## src/tia_defs.svh

```systemverilog
/*
 * Register indexes, field positions, reset values and timing figures of the
 * timer interrupt aggregation block.
 * Assumes it is included by bare name from files that need the constants.
 */
`ifndef TIA_DEFS_SVH
`define TIA_DEFS_SVH

// ************************************************************
// Register indexes (byte address is four times the index)
// ************************************************************
`define TIA_IDX_W          14
`define TIA_IDX_CNT_LOW    14'h0000
`define TIA_IDX_CNT_HIGH   14'h0001
`define TIA_IDX_FLAGS      14'h0002
`define TIA_IDX_INT_EN     14'h0003
`define TIA_IDX_INT_CLR    14'h0004
`define TIA_IDX_CLK_GATE   14'h1c02

// ************************************************************
// Field positions
// ************************************************************
`define TIA_NUM_TIMERS     3
`define TIA_FLAG_T0_BIT    0
`define TIA_FLAG_T1_BIT    1
`define TIA_FLAG_T2_BIT    2
`define TIA_GATE_T0_BIT    10
`define TIA_GATE_T1_BIT    12
`define TIA_GATE_T2_BIT    13
`define TIA_HALF_W         16

// ************************************************************
// Reset values
// ************************************************************
`define TIA_CNT_RST        16'h0000
`define TIA_FLAGS_RST      3'h0
`define TIA_INT_EN_RST     3'h7
`define TIA_GATE_RST       3'h0

// ************************************************************
// Timing: access phase wait states before pready
// ************************************************************
`define TIA_WAIT_STATES    1

`endif

```

## src/tia_pkg.sv

```systemverilog
/*
 * Types shared by the timer interrupt aggregation block.
 * Assumes nothing beyond a SystemVerilog compiler.
 */
package tia_pkg;

  // ************************************************************
  // Bus request as captured during the access phase
  // ************************************************************
  typedef struct packed {
    logic [15:0] paddr;
    logic        pwrite;
    logic [31:0] pwdata;
  } tia_apb_req_t;

  // ************************************************************
  // Bus slave phase, one-hot
  // ************************************************************
  typedef enum logic [1:0] {
    TIA_ST_IDLE = 2'b01,
    TIA_ST_RESP = 2'b10
  } tia_apb_state_t;

endpackage

```

## src/tia_top.sv

```systemverilog
/*
 * Timer interrupt aggregation: counter halves, expiry flags, merged
 * interrupt and per-timer clock stop bits, reached over APB.
 * Assumes timer expiry pulses and the APB master run on ref_clk_in.
 */
// The APB slave port and the register offsets were chosen for this implementation.
`timescale 1ns/1ps
`include "tia_defs.svh"

// Function
// - High counter half is a 16-bit read/write register, reset zero.
// - Low counter half is a 16-bit register; both form the 32-bit count.
// - Each of three timers sets and holds its own flag on expiry.
// - All expiry flags merge into one interrupt request; the code merges only flags whose enable register bit is set (reset all on).
// - Third timer flag bit 2, second bit 1, first bit 0.
// - Writing one clears a flag; writing zero leaves it alone.
// - Flag register bits 15 to 3 read zero.
// - Clock gate bits 10, 12, 13 in register at index 1C02.
// - Gate bits reset to zero; zero keeps the timer clock running.
module tia_top
  import tia_pkg::*;
#(
  parameter int NUM = `TIA_NUM_TIMERS
) (
  input  wire logic           ref_clk_in,
  input  wire logic           rst_in,
  input  wire logic           psel_in,
  input  wire logic           penable_in,
  input  wire logic           pwrite_in,
  input  wire logic [15:0]    paddr_in,
  input  wire logic [31:0]    pwdata_in,
  input  wire logic [NUM-1:0] timer_expire_in,
  output logic                pready_out,
  output logic      [31:0]    prdata_out,
  output logic                pslverr_out,
  output logic                irq_out,
  output logic      [NUM-1:0] timer_clk_stop_out,
  output logic      [31:0]    timer_count_out
);

  // ************************************************************
  // Declarations
  // ************************************************************
  tia_apb_req_t          req;
  tia_apb_state_t        state_r;
  tia_apb_state_t        state_nxt;
  logic                  pready_r;
  logic                  pready_nxt;
  logic [31:0]           prdata_r;
  logic [31:0]           prdata_nxt;
  logic                  pslverr_r;
  logic                  pslverr_nxt;
  logic [`TIA_IDX_W-1:0] idx;
  logic                  hit;
  logic                  commit;
  logic                  wr_commit;
  logic [15:0]           cnt_low_r;
  logic [15:0]           cnt_low_nxt;
  logic [15:0]           cnt_high_r;
  logic [15:0]           cnt_high_nxt;
  logic [NUM-1:0]        int_en_r;
  logic [NUM-1:0]        int_en_nxt;
  logic [NUM-1:0]        gate_r;
  logic [NUM-1:0]        gate_nxt;
  logic [NUM-1:0]        flags;
  logic [NUM-1:0]        flag_clr;
  logic                  irq_r;
  logic                  irq_nxt;

  // Pack the bus request and decode the word index
  assign req.paddr  = paddr_in;
  assign req.pwrite = pwrite_in;
  assign req.pwdata = pwdata_in;
  assign idx        = req.paddr[15:2]; // Byte lanes below a word are ignored

  // Known register indexes; anything else answers with an error
  always_comb begin
    unique case (idx)
      `TIA_IDX_CNT_LOW,
      `TIA_IDX_CNT_HIGH,
      `TIA_IDX_FLAGS,
      `TIA_IDX_INT_EN,
      `TIA_IDX_INT_CLR,
      `TIA_IDX_CLK_GATE: hit = 1'b1;
      default:           hit = 1'b0;
    endcase
  end

  // ************************************************************
  // APB slave phase
  // ************************************************************
  // A transfer completes at the edge where pready_r is high in the access
  // phase; writes commit only there, so a held request cannot act twice.
  assign commit    = psel_in & penable_in & pready_r;
  assign wr_commit = commit & req.pwrite & hit;

  // Phase and answer next values
  always_comb begin
    state_nxt   = state_r;
    pready_nxt  = 1'b0;
    prdata_nxt  = prdata_r;
    pslverr_nxt = 1'b0;
    unique case (state_r)
      TIA_ST_IDLE: begin
        if (psel_in && penable_in) begin
          // One wait state buys a registered read path
          state_nxt   = TIA_ST_RESP;
          pready_nxt  = 1'b1;
          pslverr_nxt = ~hit;
          prdata_nxt  = 32'h0000_0000;
          if (!req.pwrite) begin
            unique case (idx)
              `TIA_IDX_CNT_LOW:  prdata_nxt[15:0] = cnt_low_r;
              `TIA_IDX_CNT_HIGH: prdata_nxt[15:0] = cnt_high_r;
              `TIA_IDX_FLAGS:    prdata_nxt[NUM-1:0] = flags;
              `TIA_IDX_INT_EN:   prdata_nxt[NUM-1:0] = int_en_r;
              `TIA_IDX_CLK_GATE: begin
                // gate bits at their spread positions
                prdata_nxt[`TIA_GATE_T0_BIT] = gate_r[0];
                prdata_nxt[`TIA_GATE_T1_BIT] = gate_r[1];
                prdata_nxt[`TIA_GATE_T2_BIT] = gate_r[2];
              end
              default:           prdata_nxt = 32'h0000_0000;
            endcase
          end
        end
      end
      TIA_ST_RESP: begin
        // Answer held for exactly one edge, then back to idle
        state_nxt = TIA_ST_IDLE;
      end
      default: begin
        state_nxt = TIA_ST_IDLE;
      end
    endcase
  end

  // Register phase and answer
  always_ff @(posedge ref_clk_in) begin
    if (rst_in) begin
      state_r   <= TIA_ST_IDLE;
      pready_r  <= 1'b0;
      prdata_r  <= 32'h0000_0000;
      pslverr_r <= 1'b0;
    end else begin
      state_r   <= state_nxt;
      pready_r  <= pready_nxt;
      prdata_r  <= prdata_nxt;
      pslverr_r <= pslverr_nxt;
    end
  end

  assign pready_out  = pready_r;
  assign prdata_out  = prdata_r;
  assign pslverr_out = pslverr_r;

  // ************************************************************
  // Counter halves
  // ************************************************************
  // high half read/write
  always_comb begin
    cnt_low_nxt  = cnt_low_r;
    cnt_high_nxt = cnt_high_r;
    if (wr_commit && idx == `TIA_IDX_CNT_LOW) begin
      cnt_low_nxt = req.pwdata[15:0];
    end
    if (wr_commit && idx == `TIA_IDX_CNT_HIGH) begin
      cnt_high_nxt = req.pwdata[15:0];
    end
  end

  // Register the halves
  always_ff @(posedge ref_clk_in) begin
    if (rst_in) begin
      cnt_low_r  <= `TIA_CNT_RST;
      cnt_high_r <= `TIA_CNT_RST;
    end else begin
      cnt_low_r  <= cnt_low_nxt;
      cnt_high_r <= cnt_high_nxt;
    end
  end

  // halves joined into the full count
  assign timer_count_out = {cnt_high_r, cnt_low_r};

  // ************************************************************
  // Expiry flags and merged interrupt
  // ************************************************************
  // write one clears, through the flag register or the clear register
  always_comb begin
    flag_clr = '0;
    if (wr_commit && (idx == `TIA_IDX_FLAGS || idx == `TIA_IDX_INT_CLR)) begin
      flag_clr = req.pwdata[NUM-1:0];
    end
  end

  // timer n lands on flag bit n
  tia_flag_bank #(
    .NUM (NUM)
  ) u_flags (
    .ref_clk_in (ref_clk_in),
    .rst_in     (rst_in),
    .set_in     (timer_expire_in),
    .clr_in     (flag_clr),
    .flags_out  (flags)
  );

  // Enable register and merged request
  always_comb begin
    int_en_nxt = int_en_r;
    if (wr_commit && idx == `TIA_IDX_INT_EN) begin
      int_en_nxt = req.pwdata[NUM-1:0];
    end
    // any enabled flag raises the single request
    irq_nxt = |(flags & int_en_r);
  end

  // Register enable and request; the request lags the flag by one edge
  always_ff @(posedge ref_clk_in) begin
    if (rst_in) begin
      int_en_r <= NUM'(`TIA_INT_EN_RST);
      irq_r    <= 1'b0;
    end else begin
      int_en_r <= int_en_nxt;
      irq_r    <= irq_nxt;
    end
  end

  assign irq_out = irq_r;

  // ************************************************************
  // Clock gating
  // ************************************************************
  // pick the three gate bits from the written word
  always_comb begin
    gate_nxt = gate_r;
    if (wr_commit && idx == `TIA_IDX_CLK_GATE) begin
      gate_nxt[0] = req.pwdata[`TIA_GATE_T0_BIT];
      gate_nxt[1] = req.pwdata[`TIA_GATE_T1_BIT];
      gate_nxt[2] = req.pwdata[`TIA_GATE_T2_BIT];
    end
  end

  always_ff @(posedge ref_clk_in) begin
    if (rst_in) begin
      gate_r <= NUM'(`TIA_GATE_RST);
    end else begin
      gate_r <= gate_nxt;
    end
  end

  // A one stops that timer's clock; other gate register bits read zero
  assign timer_clk_stop_out = gate_r;
endmodule // tia_top

```

## src/tia_flag_bank.sv

```systemverilog
/*
 * Sticky expiry flags, one per timer, set by hardware, cleared by write-one.
 * Assumes set and clear pulses come from logic on ref_clk_in.
 */
`timescale 1ns/1ps
`include "tia_defs.svh"

module tia_flag_bank #(
  parameter int NUM = `TIA_NUM_TIMERS
) (
  input  wire logic           ref_clk_in,
  input  wire logic           rst_in,
  input  wire logic [NUM-1:0] set_in,
  input  wire logic [NUM-1:0] clr_in,
  output logic      [NUM-1:0] flags_out
);

  logic [NUM-1:0] flags_r;
  logic [NUM-1:0] flags_nxt;

  // ************************************************************
  // One flag per timer
  // ************************************************************
  for (genvar i = 0; i < NUM; i++) begin : g_flag
    always_comb begin
      flags_nxt[i] = set_in[i] | (flags_r[i] & ~clr_in[i]);
    end

  end

  // Register the flags
  always_ff @(posedge ref_clk_in) begin
    if (rst_in) begin
      flags_r <= NUM'(`TIA_FLAGS_RST);
    end else begin
      flags_r <= flags_nxt;
    end
  end

  assign flags_out = flags_r;

endmodule // tia_flag_bank

```

## config.mk

```make
export PLATFORM = sky130hd
export DESIGN_NAME = tia_top
export DESIGN_NICKNAME = d
export VERILOG_FILES = /design/src/tia_pkg.sv /design/src/tia_top.sv /design/src/tia_flag_bank.sv
export VERILOG_INCLUDE_DIRS = /design/src
export SDC_FILE = /design/constraint.sdc
export NUM_CORES = 1
export LEC_CHECK = 0
export BUFFER_PORTS_ARGS = -buffer_cell sky130_fd_sc_hd__buf_2
export CAP_MARGIN = 20
export CORE_MARGIN = 2
export CORE_UTILIZATION = 48
export DETAILED_ROUTE_END_ITERATION = 10
export HOLD_SLACK_MARGIN = 0.06
export PLACE_DENSITY = 0.8
export SYNTH_ARGS = -nofsm -noshare
export SYNTH_HDL_FRONTEND = slang
export SYNTH_SLANG_ARGS = --single-unit
```

## constraint.sdc

```tcl
create_clock -name ref_clk_in -period 2.3 [get_ports ref_clk_in]
set_input_delay 0.23 -clock ref_clk_in [delete_from_list [all_inputs] [get_ports ref_clk_in]]
set_output_delay 0.23 -clock ref_clk_in [all_outputs]
set_load 0.005 [all_outputs]
```

-- After elaboration in Yosys (flattened, before gate mapping)
Cells that the tools add are included.
- logic and storage cells: 56
- flip-flop bits (word level): 78
- equality and inequality tests: 6
- reduce and logical (&&, ||, !) cells: 13
- muxes and demuxes: 10
- bitwise gates (word level): 17
- operators with widths (cell ; number):
    equality test 14 x 2 -> 1 bit (second input constant) ; 2
    2-to-1 mux 16 bit ; 1
    equality test 14 x 1 -> 1 bit (second input constant) ; 1
    equality test 14 x 13 -> 1 bit (second input constant) ; 1
    equality test 14 x 3 -> 1 bit (second input constant) ; 1
    zero test 14 bit ; 1
    case mux 7 bit (2 select lines) ; 1
    case mux 3 bit (4 select lines) ; 1
    AND 1 bit ; 7
    logical AND 1 bit ; 6
    inverter 1 bit ; 6
    case mux 2 bit (3 select lines) ; 1
    OR reduction 3 bit ; 2
    OR reduction 6 bit ; 1
    case mux 2 bit (2 select lines) ; 1
    AND 3 bit ; 1
    2-to-1 mux 3 bit ; 1
    bitwise OR 1 bit ; 3
    case mux 1 bit (3 select lines) ; 1
    equality test 2 x 1 -> 1 bit (second input constant) ; 1
    2-to-1 mux 1 bit ; 2
    case mux 1 bit (2 select lines) ; 1
    AND reduction 2 bit ; 1
    OR reduction 2 bit ; 1
    logical OR 1 bit ; 1

-- Longest topological paths before layout
Gate-level depths: netlist of run 1.
- depth after elaboration: 9
- gate-level depth with buffers: 7
- gate-level depth less buffers: 4

-- Cells and area by module
Synthesis of run 1 repeated with hierarchy kept, for this count alone.
- cell total of the unflattened synthesis: 326
- area, all modules: 2841.5 µm²
- modules (own cells, without submodules) (module ; area each (µm²) ; sequential area each (µm²) ; instances ; cells an instance):
    tia_top ; 2736.4 ; 1181.1 ; 1 ; 314
    tia_flag_bank ; 105.1 ; 60.1 ; 1 ; 12

-- Worst setup path after synthesis of run 1
No wires, ideal clock.
- kind: input port to flip-flop
- start point: input port paddr_in[7]
- end point: register cnt_high_r[10]
- path slack: 0.513 ns
- data required time: 2.168 ns
- arrival: 1.655 ns
- buffers on the path: 3
- stages on the path: 7
- path through: or4_1 buf_2 or2_1 buf_6 buf_6 o31ai_1 a21oi_1
- cells in the longest elaborated chain, start to end: 5
- RTL lines (item ; RTL line ; source):
    start, declared ; tia_top.sv:30 ; input wire logic [15:0] paddr_in,
    equality test 14 x 1 -> 1 bit (tied with other cells) ; tia_top.sv:78 ; unique case (idx)
    OR reduction 6 bit ; tia_top.sv:78 ;
    2-to-1 mux 1 bit ; tia_top.sv:78 ;
    AND 1 bit ; tia_top.sv:95 ; assign wr_commit = commit & req.pwrite & hit;
    logical AND 1 bit (no line) (*) ; - ;
    end signal, assigned ; tia_top.sv:176 ; cnt_high_r <= `TIA_CNT_RST;
    end signal, assigned ; tia_top.sv:179 ; cnt_high_r <= cnt_high_nxt;
    end, declared ; tia_top.sv:59 ; logic [15:0] cnt_high_r;
Mark *: on every way between the ends. The rest lies on a longest branch, timed or not.
A chain may end at the register's enable or synchronous reset.

-- Worst setup path after layout of run 1
- start point: register pready_r (netlist: pready_out)
- end point: register cnt_high_r[3]
- cells in the longest elaborated chain, start to end: 4
- RTL lines (item ; RTL line ; source):
    start, declared ; tia_top.sv:47 ; logic pready_r;
    start signal, assigned ; tia_top.sv:147 ; pready_r <= pready_nxt;
    AND 1 bit ; tia_top.sv:94 ; assign commit = psel_in & penable_in & pready_r;
    AND 1 bit (2 in series) ; tia_top.sv:95 ;
    logical AND 1 bit (no line) ; - ;
No other way between the ends.

==> results.md, run 1 <==
Synthesis:
- The top flip-flop cell by instance count after synthesis is sky130_fd_sc_hd__dfxtp_1.
- The number of different library cells used by synthesis comes to 42.
- The area of the mapped netlist is just over 3000 um2.
- Sorting the synthesized cells by area gives the leading types as sky130_fd_sc_hd__dfxtp_1, sky130_fd_sc_hd__o31ai_1, sky130_fd_sc_hd__nand4_1, sky130_fd_sc_hd__a21oi_1, sky130_fd_sc_hd__mux2_2.
- In the synthesized netlist, the cells that appear most often are sky130_fd_sc_hd__dfxtp_1, sky130_fd_sc_hd__a21oi_1, sky130_fd_sc_hd__nand4_1.
- In this run the biggest area consumer among cell types represents a little over 40% of the synthesized area.
- The library cell with the highest instance count after synthesis is sky130_fd_sc_hd__dfxtp_1.
- The proportion of synthesized chip area in sequential cells is about two fifths.
- The number of warnings issued by yosys is 0.
- The number of enable flip-flop cells after synthesis is 0.
- The post-synthesis instance total is about 350.
- The async set or reset register ratio after synthesis is 0%.
- The cell taking the most area after synthesis is sky130_fd_sc_hd__dfxtp_1.
- The mean instance size in the synthesized netlist is roughly 8.9 um2.
- The number of flip-flops and latches in the synthesized netlist is 62.

Critical path:
- Measured in cells, the most critical reg-to-reg path has a length of 4.
- Data on the critical path arrives at its endpoint at around 2.1 ns.
- Traced cell by cell, the critical path runs through and4_1 -> nand2_1 -> o31ai_1 -> a21oi_1.
- Grouping stages by cell kind, the critical path spends the most delay in simple AND/OR/NAND/NOR gates.
- Together, buffers and inverters on the worst path number 0.
- The register-to-register setup slack is around 0.37 ns.
- The largest single stage delay on the critical path is roughly 0.48 ns.
- The type of element capturing the critical path is a register.
- The critical path is of the register to register type.
- STA classifies the critical path startpoint as a register.
- At the worst endpoint, the required time is around 2.5 ns.
- The standard cell with the maximum stage delay on the critical path is sky130_fd_sc_hd__and4_1.
- The origin of the critical flop-to-flop path is pready_out.
- The endpoint of the lowest-slack register-to-register path is cnt_high_r[3].
- Along the worst path, the maximum fanout reaches 16.

Pwr:
- The internal portion of the total power is about 1600 uW.
- Total power for the finished layout comes to around 2100 uW.
- Of the total power, the share spent switching nets is around 25%.
- Of the total power, combinational logic draws roughly 8.5%.
- The share of total power dissipated in the clock network is about two fifths.
- The switching power total is between 500 and 600 uW.
- Summed over all cells, the static leakage comes to between 0.0015 and 0.002 uW.
- The maximum ir drop on the vdd rail is roughly 0.38 mV.
- Registers are responsible for 52.3% of the overall power.
- The power per standard cell area is approximately 580 nW/um2.

Finish:
- The layout net count is about 480.
- Of the cells placed in the final design, the portion with a size suffix greater than 1 is between 30 and 40%.
- The filler cell count in the final layout is 588.
- The number of antenna cells inserted is 0.
- The signed area change from the synthesized netlist to the final layout is 19.2%.
- For this run, the number of standard cells in the final layout without fillers is slightly above 500.

Placed design:
- The weighted congestion at the end of routability-driven global placement is 0.848.
- The worst-case setup slack after placement is 0.229 ns.
- Buffers placed on the I/O ports in this run total 91.
- After legalization and detailed placement, the total HPWL measured ~5.7 mm.
- After detailed placement, the design holds a cell count of a little under 500.

Timing:
- The worst path uses 84.1% of the clock period.
- Across the routed clock network, the largest skew measured is between 0.01 and 0.015 ns.
- The number of max-slew violations in the final report is 0.
- The hold violation count in the final report is 0.
- Setup violations remaining at the end of the flow were counted as 0.
- Headroom to the max-slew limit came out at about 58%.
- At the pin with the least slew margin, the transition time is 0.633 ns.
- The final worst setup slack is 0.365 ns.
- The top achievable clock speed is 0.517 GHz.
- After routing, the total negative slack on setup checks comes to 0 ns.
- The worst path in the final design needs a cycle of between 1.5 and 2 ns, including I/O delays and setup.
- Setup repair after global routing left no endpoint under its margin.
- The worst hold slack is around 0.14 ns.

Route:
- Before antenna repair, the detailed router went through 6 iterations.
- The count of antenna-violating nets left after detailed routing is 0.
- In the routed design, unresolved DRC markers number 0.
- The average wire per cell in the routed design is between 15 and 20 um.
- The total number of vias is 3083.
- For this block, the routed nets add up to 8.64 mm of wire.
- After detailed routing, the number of vias per cell comes to a little over 6.
- The iteration-0 DRC count of the detailed router is 257.

Global routing:
- The via count of the first global-routing pass is approximately 2700.
- In the global route stage, overall resource usage came out at a little under a quarter.
- The first-pass GRT wire length is ~13 mm.
- Entering global routing, the biggest net connects 36 pins.
- The initial antenna violation count is 0.
- After global routing the overflow that remains totals 0.

Clock tree:
- Buffers added to address setup during post-CTS repair amount to 0.
- In this run, post-CTS repair resized a total of 0 instances.
- TritonCTS built the clock tree.
- The clock-pin transition on the worst setup and hold timing paths is approximately 0.07 ns.
- The clock buffer count from CTS is 9.
- The number of clock sinks is between 60 and 70.
- The cell sitting at the root of the clock tree is a sky130_fd_sc_hd__clkbuf_8.
- The number of buffers inserted by hold repair at cts is 0.
- Counting along the longest clock path gives a buffer depth of 2.
- For the worst-skew pair, the clock arrives at the later sink with an insertion delay of about 0.34 ns.
- The H-tree was split into 3 levels.

Die:
- Measured along the x axis, the die boundary spans roughly 84 um.
- The region available for standard cell placement spans roughly 6200 um2.
- In this run the count of I/O pins placed on the die edge is approximately 130.
- For this configuration, the core starts out at a cell density of between 40% and 50%.
- After floorplanning, the core was divided into 29 placement rows.
- The height of the die is roughly 84 um.
- The die covers between 7000 and 8000 um2.

Min path:
- The end point of the most critical hold path is u_flags.flags_out[0].
- Counting instances, the worst hold path has a depth of 2.
- In this run the worst hold path is classified as primary input to register.
- The startpoint of the worst hold path is pwdata_in[0].

Run status:
- The run finished with clean final reports.

Job:
- The reported max-cap violation count is 0.
## worst register-to-register path: cells and delay by family (launching register included)
| family | cells | cell delay, ns |
|---|---|---|
| flops | 1 | 0.37 |
| simple gates | 2 | 0.96 |
| compound gates | 2 | 0.47 |
## placed cells by master, fill, tap and decap left out, drive strengths merged, types with 2 or more instances in the layout
cell      n
a21bo     3
a21oi    39
a311oi    3
a31oi    10
a32oi     3
and2      2
and4      2
buf     105
clkbuf   12
clkinv    3
conb     16
dfxtp    62
inv       5
mux2     13
mux4      3
nand2    10
nand3     8
nand4    38
nand4b    2
nor2     19
nor3     12
nor4      3
o21ai     4
o31ai    35
or2       2
or4       2
## cells by family (layout without fill, tap and decap cells)
logic type             count (synthesis)  in the layout  share of synthesized area [%]
AO/OA/AOI/OAI                        100            100                           21.2
XOR/XNOR                               1              1                          0.286
buffers and inverters                 58            126                           10.4
flip-flops                            62             62                           40.5
multiplexers                          16             16                           6.99
other                                  1             16                          0.122
AND/OR/NAND/NOR                      107            107                           20.5
## power by group through the flow
stage / clock network, uW / registers, uW / logic [uW]
after floorplan: 0 / 1130 / 112
after global placement: 0 / 1120 / 172
after detailed placement: 0 / 1130 / 176
after CTS: 840 / 1100 / 177
after global routing: 895 / 1100 / 193
final: 825 / 1100 / 180
## per-layer routing
layer / GRT usage [%] / vias up / routed length, um
met5: 0 / - / 0
met2: 38.3 / 153 / 4190
met1: 29.9 / 1454 / 3580
met4: 10.9 / 0 / 220
met3: 4.85 / 26 / 648
li1: - / 1450 / -
## stage by stage
| stage | area (um2) | utilization (%) |
|---|---|---|
| floorplan | 3120 | - |
| global placement | 3480 | 55.8 |
| detailed placement | 3480 | 55.8 |
| CTS | 3650 | 58.5 |
| global route | 3650 | 58.5 |
| finish | 3650 | 58.5 |
## worst max path at each step
stage                      startpoint             end  slack, ns  cells past startpoint
after CTS                  pready_out  cnt_high_r[15]       0.42                      4
after detailed placement  paddr_in[7]     int_en_r[1]       0.23                      6
after floorplan           paddr_in[7]  cnt_high_r[10]       0.51                      7
after global routing       pready_out  cnt_high_r[14]       0.21                      4
after global placement    paddr_in[7]  cnt_high_r[15]       0.28                      6
final                      pready_out   cnt_high_r[3]       0.37                      4
## sequential cells by signal, indices dropped and copies added, names as in the netlist
signal / count
cnt_high_r: 16
cnt_low_r: 16
int_en_r: 3
irq_out: 1
prdata_out: 16
pready_out: 1
pslverr_out: 1
state_r: 2
timer_clk_stop_out: 3
u_flags.flags_out: 3
## area by class of cell
class	instances	area (um2)	share of cell area, %
multi-input combinational	240	1570	42.9
sequential	62	1240	34.0
timing repair buffer	105	561	15.4
clock buffer	12	145	3.98
tap	77	96.3	2.64
clock inverter	4	22.5	0.617
inverter	5	18.8	0.514
Note: power is estimated with default switching activity, not from simulation.
==> run 2, diff against run 1 <==
==> constraint.sdc (replaced) <==
create_clock -name ref_clk_in -period 1.97 [get_ports ref_clk_in]
set_input_delay 0.197 -clock ref_clk_in [delete_from_list [all_inputs] [get_ports ref_clk_in]]
set_output_delay 0.197 -clock ref_clk_in [all_outputs]
set_load 0.005 [all_outputs]
==> results.md, run 2 (same netlist as run 1, synthesis figures left out) <==
Clock tree:
- The number of clock sinks is slightly above 60.
- The clock buffer count from CTS is 9.
- Post-CTS timing repair inserted 0 buffers for setup.
- The number of buffers inserted by hold repair at cts is 0.
- At the later pin of the worst-skew pair, clock insertion delay measures about 0.34 ns.
- Once the clock tree was built, the resizer swapped 0 gates to a different size.
- After clock tree synthesis, the clock-pin slew on the worst setup and hold paths is around 0.060 ns.
- The clock root buffer is sky130_fd_sc_hd__clkbuf_8.
- The TritonCTS clock tree is built.
- The H-tree was split into 3 levels.
- No sink is reached through more buffers than the 2 on the longest clock path.

Timing:
- For the final database, setup skew stands at roughly 0.0059 ns.
- The top achievable clock speed is around 0.60 GHz.
- The count of endpoints failing setup in the final report is 0.
- After layout, the worst path uses between 80% and 90% of the clock period.
- The shortest clock period the worst path allows after layout is approximately 1.7 ns.
- The transition at the pin with the smallest max-transition slack is between 0.6 and 0.7 ns.
- Setup repair after global routing left no endpoint under its margin.
- The headroom to the max-slew limit is roughly 56%.
- Summed over all failing endpoints, the final setup total negative slack is 0 ns.
- The number of max-slew violations in the final report came to 0.
- The hold violation count in the final report is 0.

Global routing:
- The met2 routing resource usage after global routing is between 30% and 40%.
- The via count of the first global-routing pass came to 2754.
- Summed over all layers, the global routing overflow is 0.
- Global routing consumed, on the met1 layer, 31.4% of the routing resources.
- The initial antenna violation count is 0.
- Global routing used 24.0% of the available tracks.
- The met3 routing resource usage after global routing is under 10%.
- The maximum number of pins on one net before global-route repair is 36.
- The busiest metal layer after global routing is met2.
- The first-pass GRT wire length is 13.6 mm.

Critical path:
- Data arrives at the worst endpoint at between 1.5 and 2 ns.
- The nature of the critical path startpoint is a register.
- The category of the critical setup timing path is register to register.
- The origin of the critical flop-to-flop path is pready_out.
- The worst register-to-register path ends at cnt_high_r[12].
- For the worst flop-to-flop path, the logic depth is 4.
- The slowest stage of the critical path is the sky130_fd_sc_hd__nand2_1 cell.
- The delay of the slowest cell on the worst path is 0.42 ns.
- The type of element capturing the critical path is a register.
- Walking the worst path, the cells encountered are and4_1 -> nand2_1 -> o31ai_1 -> a21oi_1.
- In this run the register-to-register setup slack is ~0.3 ns.
- Along the worst path, the maximum fanout reaches 16.
- The data required time of the worst path is between 2 and 2.5 ns.

Finish:
- The layout net count is 485.
- In the layout the commonest cells are sky130_fd_sc_hd__buf_2, sky130_fd_sc_hd__dfxtp_1, sky130_fd_sc_hd__a21oi_1.
- The most common cell after layout, fill and taps aside is sky130_fd_sc_hd__buf_2.
- The signed area change from the synthesized netlist to the final layout is 21.9%.
- 0 antenna diodes ended up in the layout.
- Cells with a size suffix above 1 make up 34.4% of the layout.
- At the end of the flow the core is filled with cells to 59.8%.

Min path:
- The end point of the most critical hold path is u_flags.flags_out[2].
- The startpoint of the worst hold path is pwdata_in[2].
- In this run the worst hold path is classified as primary input to register.
- The worst hold path stage count is 2.

Placed design:
- The number of buffers inserted by port buffering is a little over 90.
- The weighted congestion at the end of routability-driven global placement is around 0.8.
- Once detailed placement completed, the half-perimeter wirelength came to slightly below 6 mm.

Die:
- The floorplan step defined a die boundary enclosing approximately 7000 um2.
- ~130 I/O pins were placed.
- The height of the die is approximately 84 um.
- The die extent in x is 83.9 um.
- The initial cell density of the core is between 40% and 50%.
- After floorplanning, the core was divided into 29 placement rows.
- The total area inside the core boundary comes to between 6000 and 7000 um2.

Pwr:
- The power per standard cell area is about 670 nW/um2.
- The leakage component of the power is approximately 0.0015 uW.
- The maximum ir drop on the vdd rail is 0.469 mV.

Route:
- Using the TritonRoute via totals, the vias-per-cell ratio works out to 6.00.
- The final route contains 3061 vias.
- The iteration-0 DRC count of the detailed router is 238.
- After detailed routing, the average wire length per cell comes to approximately 17 um.
- The count of antenna-violating nets left after detailed routing is 0.
- The number of search-and-repair iterations in the first detailed-routing pass is 6.
- The post-detailed-route DRC marker count is 0.
- After detailed routing, the total wire length is between 8 and 9 mm.

Run status:
- The flow ran to the end, and the final reports show no timing, DRC or antenna violations.

Job:
- The reported max-cap violation count is 0.
-- run 2: cell types whose count changed in the layout (fill, tap and decap cells not counted), sizes merged --
| cell | before | now |
|---|---|---|
| clkbuf | 12 | 14 |
| buf | 105 | 111 |
| clkinvlp | 1 | 0 |
| clkinv | 3 | 1 |
-- run 2: worst max path at each step --
| stage | from | end | slack [ns] | cells after the start |
|---|---|---|---|---|
| final | pready_out | cnt_high_r[12] | 0.30 | 4 |
| after global routing | pready_out | cnt_high_r[3] | 0.17 | 4 |
| after CTS | pready_out | cnt_high_r[12] | 0.30 | 4 |
| after detailed placement | paddr_in[7] | cnt_high_r[0] | 0.07 | 6 |
| after global placement | paddr_in[7] | cnt_high_r[2] | 0.09 | 6 |
| after floorplan | paddr_in[7] | cnt_high_r[10] | 0.22 | 7 |
-- run 2: report_power, final --
part           leakage [uW]  switching (uW)  total [uW]  internal [uW]
combinational      0.000957             128         213           84.3
sequential         0.000503            10.4        1290           1280
clock             0.0000865             466         984            518
-- run 2: stage by stage --
stage / power [uW] / instances / area [um2] / setup slack [ns] / hold slack, ns
6_report: 2480 / 510 / 3730 / 0.303 / 0.108
5_1_grt: 2570 / 510 / 3730 / 0.168 / 0.125
4_1_cts: 2500 / 510 / 3730 / 0.303 / 0.0954
3_5_place_dp: 1520 / 495 / 3560 / 0.0729 / 0.445
3_3_place_gp: 1520 / 495 / 3560 / 0.0938 / 0.442
2_1_floorplan: 1440 / 360 / 3120 / 0.216 / 0.306
-- run 2: critical path: cells and delay by family (launching register included) --
family / cells / cell delay (ns)
DFF: 1 / 0.35
AOI/OAI and AO/OA: 2 / 0.49
and+or+nand+nor: 2 / 0.71
-- run 2: final cells by class --
cell class / instances / area [um2]
inverters: 5 / 18.8
well taps: 77 / 96.3
multi-input cells: 240 / 1570
clock buffers: 14 / 163
fillers: 578 / 2510
clock inverters: 1 / 5.00
repair buffers: 111 / 643
flip-flops and latches: 62 / 1240
-- run 2: metal layers --
layer,vias up,wire length (um)
li1,1447,-
met1,1456,3590
met2,140,4170
met3,18,549
met4,0,202
met5,-,0
